## config.mk

```make
export PLATFORM = sky130hd
export DESIGN_NAME = fea_addr_unit
export DESIGN_NICKNAME = d
export VERILOG_FILES = /design/src/shared/fea_pkg.sv /design/src/hw/fea_addr_unit.sv /design/src/hw/fea_byte_collect.sv
export SDC_FILE = /design/constraint.sdc
export NUM_CORES = 1
export LEC_CHECK = 0
export BUFFER_PORTS_ARGS = -buffer_cell sky130_fd_sc_hd__buf_2
export CORE_ASPECT_RATIO = 1.25
export CORE_MARGIN = 5
export CORE_UTILIZATION = 58
export DETAILED_ROUTE_END_ITERATION = 10
export GPL_TIMING_DRIVEN = 0
export PLACE_DENSITY = 0.84
export SLEW_MARGIN = 25
export SYNTH_ARGS = -nofsm -noshare
export SYNTH_HDL_FRONTEND = slang
export SYNTH_HIERARCHICAL = 1
export SYNTH_SLANG_ARGS = --single-unit
```

## constraint.sdc

```tcl
create_clock -name sys_clk -period 3.6 [get_ports sys_clk]
set_input_delay 0 -clock sys_clk [delete_from_list [all_inputs] [get_ports sys_clk]]
set_output_delay 0 -clock sys_clk [all_outputs]
set_load 0.02 [all_outputs]
```

## src/shared/fea_pkg.sv

```systemverilog
// Constants, carrier structs and states of the flash address-forming unit.
// Assumes a command decoder ahead of it that marks command start and bytes.
package fea_pkg;

	localparam int          ADDR_W       = 32;
	localparam int          BYTE_W       = 8;
	localparam int          LEGACY_W     = 24;
	localparam int          FULL_DENSITY = 32;
	localparam int          LOW_DENSITY  = 24;
	localparam int          MAX_BYTES    = 4;
	localparam logic [2:0]  LEGACY_BYTES = 3'h3;
	localparam logic [2:0]  EXT_BYTES    = 3'h4;
	localparam logic [7:0]  BANK_RESET   = 8'h00;
	localparam int          EXT_BIT      = 7;

	// One command as seen by the address unit
	typedef struct packed {
		logic start;
		logic fourByteCmd;
		logic separateSpace;
	} fea_cmd_s;

	// One formed address
	typedef struct packed {
		logic [31:0] addr;
		logic        separateSpace;
	} fea_addr_s;

	typedef enum logic {
		IDLE,
		COLLECT
	} fea_state_e;

endpackage

```

## src/hw/fea_addr_unit.sv

```systemverilog
// Address-forming unit of a serial flash: turns command address bytes
// into a 32-bit byte address. Assumes decoded command and byte strobes.
//
// Summary of operation
// With extended mode off, legacy commands take a 3-byte address.
// A command-loaded bank value supplies bits above the 24 sent bits.
// Extended mode bit set makes every legacy command take four bytes.
// Newer command codes always take four address bytes.
// Reset clears the bank value and selects 3-byte legacy addressing.
// Lower-density build forces address bits 31 to 24 to zero outside separate address spaces.
// Separate address spaces use the full 32-bit formation unmasked.
// Legacy address is bank value on 31:24 joined to the 24 bits.
`timescale 1ns/1ps
module fea_addr_unit
	import fea_pkg::*;
#(
	parameter int DENSITY_BITS = FULL_DENSITY
) (
	input  wire logic              sys_clk,
	input  wire logic              rst,
	input  wire fea_cmd_s          cmdIn,
	input  wire logic              bankWrite,
	input  wire logic [7:0]        bankData,
	input  wire logic              addrByteValid,
	input  wire logic [7:0]        addrByte,
	output fea_addr_s              addrOut,
	output logic                   addrValid,
	output logic      [7:0]        bankValue,
	output logic                   extMode,
	output logic      [2:0]        needBytes,
	output logic                   collecting
);

	generate
		if (DENSITY_BITS != FULL_DENSITY &&
		    DENSITY_BITS != LOW_DENSITY) begin : g_bad
			$error("fea_addr_unit: DENSITY_BITS must be 24 or 32");
		end
	endgenerate

	fea_state_e       state;
	fea_state_e       next_state;
	logic             sepLatched;
	logic [31:0]      shiftVal;
	logic [2:0]       byteCount;

	// Width chosen at command start, held until the next start
	wire logic        wantFour = cmdIn.fourByteCmd | extMode;
	wire logic [2:0]  next_need = wantFour ? EXT_BYTES
	                                       : LEGACY_BYTES;
	wire logic        takeByte = (state == COLLECT) & addrByteValid
	                             & ~cmdIn.start;
	wire logic        lastByte = takeByte & (byteCount == needBytes - 3'h1);
	wire logic [31:0] rawFour  = {shiftVal[23:0], addrByte};
	wire logic [31:0] rawThree = {bankValue, shiftVal[15:0], addrByte};
	wire logic [31:0] rawAddr  = (needBytes == EXT_BYTES) ? rawFour
	                                                      : rawThree;
	wire logic        lowDens  = (DENSITY_BITS == LOW_DENSITY);
	wire logic        maskHigh = lowDens & ~sepLatched;
	wire logic [31:0] next_addr = maskHigh ? {8'h00, rawAddr[23:0]}
	                                       : rawAddr;

	assign extMode    = bankValue[EXT_BIT];
	assign collecting = (state == COLLECT);

	fea_byte_collect #(
		.MAXB     (MAX_BYTES)
	) u_collect (
		.sys_clk  (sys_clk),
		.rst      (rst),
		.clear    (cmdIn.start),
		.take     (takeByte),
		.byteIn   (addrByte),
		.shiftOut (shiftVal),
		.countOut (byteCount)
	);

	always_comb begin
		next_state = state;
		case (state)
			IDLE: begin
				if (cmdIn.start)
					next_state = COLLECT;
			end
			COLLECT: begin
				// A new start restarts collection
				if (cmdIn.start)
					next_state = COLLECT;
				else if (lastByte)
					next_state = IDLE;
			end
			default: next_state = IDLE;
		endcase
	end

	always_ff @(posedge sys_clk or posedge rst) begin
		if (rst)
			state <= IDLE;
		else
			state <= next_state;
	end

	// Bank value and width selection
	always_ff @(posedge sys_clk or posedge rst) begin
		if (rst) begin
			bankValue <= BANK_RESET;
			needBytes <= LEGACY_BYTES;
			sepLatched <= 1'b0;
		end else begin
			if (bankWrite)
				bankValue <= bankData;
			if (cmdIn.start) begin
				needBytes  <= next_need;
				sepLatched <= cmdIn.separateSpace;
			end
		end
	end

	// Formed address, valid for one cycle
	always_ff @(posedge sys_clk or posedge rst) begin
		if (rst) begin
			addrOut   <= '0;
			addrValid <= 1'b0;
		end else begin
			addrValid <= lastByte;
			if (lastByte) begin
				addrOut.addr          <= next_addr;
				addrOut.separateSpace <= sepLatched;
			end
		end
	end
endmodule

```

## src/hw/fea_byte_collect.sv

```systemverilog
// Shift register that gathers address bytes, most significant first.
// Assumes the caller clears it at each command start.
`timescale 1ns/1ps
module fea_byte_collect
	import fea_pkg::*;
#(
	parameter int MAXB = MAX_BYTES
) (
	input  wire logic              sys_clk,
	input  wire logic              rst,
	input  wire logic              clear,
	input  wire logic              take,
	input  wire logic [7:0]        byteIn,
	output logic      [31:0]       shiftOut,
	output logic      [2:0]        countOut
);

	generate
		if (MAXB < 1 || MAXB > 4) begin : g_bad
			$error("fea_byte_collect: MAXB must be 1 to 4");
		end
	endgenerate

	wire logic [31:0] next_shift = {shiftOut[23:0], byteIn};
	wire logic [2:0]  next_count = countOut + 3'h1;

	always_ff @(posedge sys_clk or posedge rst) begin
		if (rst) begin
			shiftOut <= 32'h0000_0000;
			countOut <= 3'h0;
		end else if (clear) begin
			shiftOut <= 32'h0000_0000;
			countOut <= 3'h0;
		end else if (take) begin
			shiftOut <= next_shift;
			countOut <= next_count;
		end
	end

endmodule

```

==> results of run 1 <==
[registers in the layout, summed over array words and instances, names as in the netlist]
signal and cells:
u_collect/countOut 3, needBytes 2, addrOut 33, addrValid 1, collecting 1, bankValue 8
sepLatched 1, u_collect/shiftOut 24
[worst max path at each step]
stage	start	endpoint	slack [ns]	cells past startpoint
global placement	needBytes[1]	addrOut[20]	1.35	6
CTS	needBytes[1]	addrOut[14]	1.28	6
global route	needBytes[1]	addrOut[16]	1.19	6
detailed placement	needBytes[1]	addrOut[21]	1.30	6
floorplan	needBytes[1]	addrOut[19]	1.47	6
finish	needBytes[1]	addrOut[14]	1.32	6
[placed cells by master, fill, tap and decap left out, types with 2 or more instances in the layout]
| cell type | n |
|---|---|
| mux2i_1 | 25 |
| inv_2 | 2 |
| buf_12 | 3 |
| dlygate4sd3_1 | 20 |
| clkbuf_8 | 13 |
| clkbuf_1 | 5 |
| buf_2 | 70 |
| clkinv_2 | 2 |
| buf_6 | 4 |
| mux2_1 | 2 |
| xnor2_1 | 2 |
| ha_1 | 2 |
| dfrtp_1 | 72 |
| nand2_1 | 2 |
| mux2_2 | 48 |
| nor2_1 | 29 |
| buf_4 | 2 |
[layout make-up]
cell class | count | area share, %
timing repair buffer | 89 | 14.65
multi-input combinational | 119 | 27.20
buffer | 15 | 3.743
clock inverter | 2 | 0.2581
sequential | 73 | 47.14
clock buffer | 14 | 4.711
tap | 62 | 2.001
inverter | 3 | 0.2904
[through the flow]
stage / power [mW] / cell area (sq um) / hold slack, ns / utilization, % / std cells
floorplan: 1.037 / 3039 / 0.05272 / - / 210
global placement: 1.097 / 3457 / 0.2323 / 68.05 / 340
detailed placement: 1.110 / 3485 / 0.08242 / 68.60 / 341
CTS: 1.729 / 3877 / 0.1814 / 76.33 / 377
global route: 1.788 / 3877 / 0.1814 / 76.33 / 377
finish: 1.713 / 3877 / 0.1806 / 76.33 / 377
[routing by layer]
metal  GRT usage (%)  wire length (um)  vias to the layer above
met4           8.012                79                        0
met3           4.088               296                        8
li1                -                 -                      917
met1           26.21              2602                      931
met2           32.11              3172                       51
met5               0                 0                        -
[power groups by stage]
stage	Sequential (mW)	Clock, mW	Combinational, mW
after floorplan	0.927	0	0.110
after global placement	0.895	0	0.202
after detailed placement	0.897	0	0.213
after CTS	0.881	0.618	0.230
after global routing	0.886	0.656	0.246
final	0.881	0.606	0.226
[worst max-delay path, cell delays in order, from the launching register on]
cell,delay [ns]
dfstp_2,0.57
inv_1,0.06
ha_1,0.30
xor2_1,0.19
nor3_4,0.45
buf_6,0.23
mux2_2,0.36
[timing repair]
item,CTS,global route
endpoints found under the hold margin,76,0
hold buffers,20,0
buffers inserted,0,0
==> results.toml, run 1 <==
[run_status]
status = "complete, no violations"

[timing]
skew_ns = 0.005878
tns_ns = 0
setup_violations = 0
fin_ws_ns = 1.320
rsz0062_at_grt = "no"
tightestPinTransition_ns = 0.5579
fmax_mhz = 438.5
fin_crit_ns = 2.280
report.final.slew_viol_count = 0
slew_headroom_pct = 62.75
timing.final.crit_share_pct = 63.35
hold_viol = 0

[min_path]
hold_path_class = "in -> reg"
min_path_cells = 2
hold_path_startpoint = "bankWrite"
whs_endpoint = "bankValue[0]"

[job]
max_cap_violations = 0

[power]
ir_drop_mv = 0.3532
p_comb_share_pct = 13.2
cell_internal_pwr_mw = 1.288
clock_power_share_pct = 35.4
p_leak_nw = 2.019
powerDensity_mw_per_mm2 = 441.9
seq_power_share_pct = 51.4
p_sw_share_pct = 24.80
power.switching_uw = 424.9

[setup_path]
critPathCaptureType = "flip-flop"
crit_type = "reg -> reg"
crit_arrival_ns = 2.49
r2r_start = "needBytes[1]"
cp_max_fo = 10
crit_path_start_kind = "flip-flop"
critPathRequiredTime_ns = 3.81
ff2ff_setup_slack_ns = 1.32
timing.rr.end = "addrOut[14]"
worstRegToRegCells = 6

[place]
port_buffers = 68
gp_congestion = 0.7092
pre_cts_ws_ns = 1.302
dpl.hpwl_um = 4376

[clocking]
numCtsBuffers = 9
clock-sinks = 73
root_buffer = "clkbuf_8"
post_cts_resize_count = 0
ctsLongestPathBuffers = 2
clk_pin_slew_ns = 0.07
cts_tree = "built"
h-tree-depth = 3
clk_latency_ns = 0.33

[cells_and_area]
fillerInstances = 357
area_growth_pct = 27.58
multiInputGateArea_sq_mm = 0.001055
antennaDiodeCount = 0
final_nets = 335
drive_above_1_share_pct = 47.94
ff_latch_area_sq_mm = 0.001828

[yosys]
synth_nets = 235
yosysWarningCount = 6
avgSynthCellArea_sq_um = 14.47
syn_inst = 210
synth_area_sq_mm = 0.003039

[die]
die_area_sq_mm = 0.006797
die_w_um = 74.75
rows = 29
start_util_pct = 59.83
core_region_area_sq_mm = 0.005080
ioPinCount = 70
dieHeight_um = 90.93

[route]
drt_wl_total_um = 6150
ant_nets = 0
drt_iter0_drc = 54
drc_errors = 0
first_pass_iters = 2
vias = 1907
wl_per_cell_um = 16.31
via_per_inst = 5.058

[grt]
grt_start_max_net_pins = 28
grt_pass1_vias = 2069
overflow = 0
gr-usage-all-layers_pct = 19.96
grt_pass1_wl_um = 10290
antenna_found_initial = 0
Power figures use the tool's default switching activity.
==> run 2, diff against run 1 <==
Settings changed: CORE_UTILIZATION 58 to 49, PLACE_DENSITY 0.84 to 0.76.
Clock period 3.6 ns to 1.9 ns, I/O delays scaled along.
==> run 2 against run 1 <==
Effect of this change:
- the run now ends with negative setup slack left
- wire length is 8.6% higher
- critical path depth is 2 higher
- worst setup slack worse by 1.3 ns
- fmax is 19% higher
- worst hold slack worse by 0.017 ns
==> results.toml, run 2 (synthesis results as in run 1) <==
[run_status]
status = "finished with violations"
violations = "negative setup slack"

[cells_and_area]
drive_above_1_share_pct = 50.92
top_regs = "addrOut (33), u_collect/shiftOut (24), bankValue (8)"
final_cell_mix = "72 x dfrtp_1, 70 x buf_2, 29 x nor2_1, 27 x mux2_2, 25 x mux2i_1"
regMostFlops = "addrOut"
largest_reg_flops = 33
antennaDiodeCount = 0
final_nets = 346
fin_util_pct = 68.95
mostFrequentLayoutCell = "dfrtp_1"
area_growth_pct = 38.99

[place]
pre_cts_ws_ns = -0.2871
dpl.hpwl_um = 4205
gp_congestion = 0.7215
port_buffers = 68

[setup_path]
critPathRequiredTime_ns = 2.13
critPathMostFrequentCell = "buf_6"
crit_path_start_kind = "flip-flop"
critPathCaptureType = "flip-flop"
slowest_stage = "dfstp_2"
crit_arrival_ns = 2.15
cp_max_fo = 5
cpPeakStageDelay_ns = 0.54
crit_type = "reg -> reg"
cp_cell_sequence = "inv_2, ha_4, xor2_2, nor3_4, buf_6, buf_6, clkbuf_16, mux2_4"

[clocking]
numCtsBuffers = 9
clk_latency_ns = 0.35
ctsLongestPathBuffers = 2
clock-sinks = 73
h-tree-depth = 3
clk_pin_slew_ns = 0.08
root_buffer = "clkbuf_8"
cts_tree = "built"

[grt]
antenna_found_initial = 0
gr-usage-all-layers_pct = 17.34
overflow = 0
grt_start_max_net_pins = 34
grt_pass1_wl_um = 10450
grt_pass1_vias = 2146

[die]
rows = 32
ioPinCount = 70
die_w_um = 80.44
die_area_sq_mm = 0.007887
core_region_area_sq_mm = 0.006126
start_util_pct = 49.61
dieHeight_um = 98.05

[timing]
tns_ns = -0.04890
setup_violations = 5
hold_ws_ns = 0.1637
rsz0062_at_grt = "yes"
tightestPinTransition_ns = 0.5709
timing.final.crit_share_pct = 100.8
skew_ns = 0.008201
hold_viol = 0
fin_ws_ns = -0.01614
fmax_mhz = 521.9
slew_headroom_pct = 61.88
fin_crit_ns = 1.916
report.final.slew_viol_count = 0

[power]
powerDensity_mw_per_mm2 = 854.2
p_leak_nw = 2.135
ir_drop_mv = 0.7497
finalPower_mw = 3.608

[route]
drt_wl_total_um = 6681
first_pass_iters = 4
wl_per_cell_um = 16.26
vias = 1972
drt_iter0_drc = 117
drc_errors = 0
ant_nets = 0
via_per_inst = 4.798

[job]
max_cap_violations = 0

[min_path]
hold_path_class = "in -> reg"
## run 2: cell count changes in the layout (fill, tap and decap cells not counted), sizes merged
cell	delta
clkbuf	-1
dlygate4sd3	+1
clkinv	-1
buf	+8
bufinv	+3
clkinvlp	+1
## run 2: power breakdown
| group | total (mW) | internal (mW) | switching [mW] |
|---|---|---|---|
| clock | 1.48 | 0.906 | 0.576 |
| combinational | 0.456 | 0.225 | 0.232 |
| sequential | 1.67 | 1.62 | 0.0477 |
| total | 3.61 | 2.75 | 0.855 |
## run 2: worst max-delay path: cells and delay by family, from the launching register on
kind / cells / cell delay [ns]
flops: 1 / 0.54
buf+inv: 4 / 0.47
mux: 1 / 0.29
fa+ha+maj: 1 / 0.26
xor+xnor: 1 / 0.17
simple gates: 1 / 0.05
## run 2: per-layer routing
metal  vias to the layer above  GRT usage [%]  wire length [um]
met5                         -              0                 0
met4                         0          8.192               107
met3                         8          3.321               239
met2                        46          28.38              3439
met1                       983          21.94              2895
li1                        935              -                 -
## run 2: cell type report
cell class              instances  area [sq um]
fillers                       459          1902
flip-flops and latches         73          1828
multi-input cells             119          1161
repair buffers                100         706.9
plain buffers                  15         166.4
clock buffers                  11         141.4
well taps                      85         106.4
clock inverters                 5         102.6
inverters                       3         11.26
## run 2: worst paths after layout
path	slack (ns)	from	depth (start not counted)	to
min in group asynchronous	0.17	rst	3	addrOut[14]
worst min-delay path	0.16	bankWrite	2	bankValue[1]
worst min register to register	0.50	addrOut[27]	1	addrOut[27]
max in group asynchronous	1.17	rst	4	needBytes[1]
worst max register to register	-0.02	needBytes[1]	8	addrOut[10]
worst max-delay path	-0.02	needBytes[1]	8	addrOut[10]
## run 2: per-stage QoR
stage,area [sq um],cells
3_3_place_gp,3510,363
4_1_cts,4018,404
6_report,4224,411
5_1_grt,4224,411
2_1_floorplan,3063,210
3_5_place_dp,3530,364
## run 2: repair_timing
action,CTS,global route
endpoints found under the hold margin,100,0
resized for setup,3,33
gates cloned,0,2
endpoints found under the setup margin,33,32
pin swaps,1,1
setup buffers,3,5
hold buffers,21,0
==> run 3, diff against run 2 <==
Settings changed: CORE_UTILIZATION 49 to 58, PLACE_DENSITY 0.76 to 0.84.
Clock period 1.9 ns to 2.34 ns, I/O delays scaled along.
==> run 3 against run 2 <==
Effect of this change:
- the run now ends clean
- clock skew shrank 0.0024 ns
- cell area down 7.6%
- sequential power is 19% lower
- largest cell class unchanged
- wire length shrank 6.1%
- flip-flop and latch count stayed put
- worst hold slack improved by 0.017 ns
- fmax shrank 9.6%
- worst setup slack improved by 0.24 ns
- non-clock buffer count down 9
- count of clock-buffer cells in the layout rose by 3
- largest power group unchanged
- first-iteration DRC count decreased by 61%
- register-to-register slack better by 0.24 ns
==> results.toml, run 3 (synthesis results as in run 1) <==
[run_status]
status = "complete, no violations"

[route]
dr_wl_met2_um = 3205
first_pass_iters = 4
wl_per_cell_um = 16.56
vias = 1928
wl_met3_um = 272
ant_nets = 0
drt_iter0_drc = 46
met1_length_um = 2701
via_per_inst = 5.087
drt_wl_total_um = 6275
drc_errors = 0
top_layer_used = "met4"

[setup_path]
crit_arrival_ns = 2.33
critPathRequiredTime_ns = 2.55
crit_path_start_kind = "flip-flop"
cpPeakStageDelay_ns = 0.58
cp_cell_sequence = "inv_1, ha_1, xor2_1, nor3_4, buf_12, buf_6, mux2_2"
critPathCaptureType = "flip-flop"
cp_max_fo = 10
crit_type = "reg -> reg"
cp_top_family = "flip-flops"
critPathBufInv = 3
ff2ff_setup_slack_ns = 0.22
slowest_stage = "dfstp_2"

[cells_and_area]
antennaDiodeCount = 0
regMostFlops = "addrOut"
fin_util_pct = 76.87
top_regs = "addrOut (33), u_collect/shiftOut (24), bankValue (8)"
drive_above_1_share_pct = 48.26
largest_reg_flops = 33
final_cell_mix = "72 x dfrtp_1, 70 x buf_2, 48 x mux2_2, 29 x nor2_1, 25 x mux2i_1"
mostFrequentLayoutCell = "dfrtp_1"
final_nets = 337
area_growth_pct = 28.49

[power]
cell_internal_pwr_mw = 1.983
p_comb_share_pct = 13.3
finalPower_mw = 2.637
powerDensity_mw_per_mm2 = 675.2
p_sw_share_pct = 24.80
power.switching_uw = 653.9
ir_drop_mv = 0.5432
clock_power_share_pct = 35.3
p_leak_nw = 2.035
seq_power_share_pct = 51.4

[grt]
grt_start_max_net_pins = 28
grt_pass1_wl_um = 10290
grt_pass1_vias = 2069
overflow = 0
gr-usage-all-layers_pct = 19.96
antenna_found_initial = 0

[die]
die_area_sq_mm = 0.006797
dieHeight_um = 90.93
ioPinCount = 70
die_w_um = 74.75
core_region_area_sq_mm = 0.005080
rows = 29
start_util_pct = 59.83

[timing]
report.final.slew_viol_count = 0
rsz0062_at_grt = "no"
setup_violations = 0
fmax_mhz = 471.7
fin_crit_ns = 2.120
tightestPinTransition_ns = 0.5582
fin_ws_ns = 0.2199
skew_ns = 0.005775
tns_ns = 0
slew_headroom_pct = 62.73
timing.final.crit_share_pct = 90.60
hold_ws_ns = 0.1807
hold_viol = 0

[place]
port_buffers = 68
dpl.hpwl_um = 4376
pre_cts_ws_ns = 0.04238
gp_congestion = 0.7092

[clocking]
clk_pin_slew_ns = 0.07
clock-sinks = 73
post_cts_resize_count = 0
clk_latency_ns = 0.33
h-tree-depth = 3
numCtsBuffers = 9
root_buffer = "clkbuf_8"
ctsLongestPathBuffers = 2
cts_tree = "built"

[min_path]
hold_path_class = "in -> reg"

[job]
max_cap_violations = 0
==> run 3: repair_timing <==
item,CTS,global route
setup buffers,0,2
setup endpoints to repair,0,28
hold buffers,20,0
endpoints found under the hold margin,76,0
==> run 3: final timing paths <==
check,startpoint,to,cells past startpoint
setup / recovery,needBytes[1],addrOut[14],7
hold / removal,bankWrite,bankValue[0],2
setup reg to reg,needBytes[1],addrOut[14],7
hold reg to reg,addrOut[0],addrOut[0],1
max in group asynchronous,rst,addrOut[23],4
min in group asynchronous,rst,addrValid,3
==> run 3: area by class of cell <==
type / instances / area [sq um]
flip-flops and latches: 73 / 1828
fillers: 357 / 1175
multi-input cells: 119 / 1055
repair buffers: 91 / 595.6
clock buffers: 14 / 182.7
plain buffers: 15 / 145.1
well taps: 62 / 77.57
inverters: 3 / 11.26
clock inverters: 2 / 10.01
==> run 3: power by group through the flow <==
stage,Clock (mW),Sequential [mW],Combinational (mW)
after global routing,1.01,1.36,0.379
after global placement,0,1.38,0.311
after floorplan,0,1.43,0.169
after detailed placement,0,1.38,0.327
final,0.930,1.36,0.351
after CTS,0.950,1.36,0.353
==> run 3: layer usage <==
metal  global-route usage (%)  vias to the layer above
met5                        0                        -
met4                    8.012                        0
met3                    4.088                        8
met2                    32.11                       45
met1                    26.21                      955
li1                         -                      920
==> run 3: worst register-to-register path: stages (launching register included) <==
cell,delay [ns]
dfstp_2,0.58
inv_1,0.06
ha_1,0.31
xor2_1,0.21
nor3_4,0.17
buf_12,0.16
buf_6,0.16
mux2_2,0.36
==> run 3: through the flow <==
step	area [sq um]	instances
floorplan	3039	210
global placement	3457	340
detailed placement	3485	341
CTS	3877	377
global route	3905	379
finish	3905	379
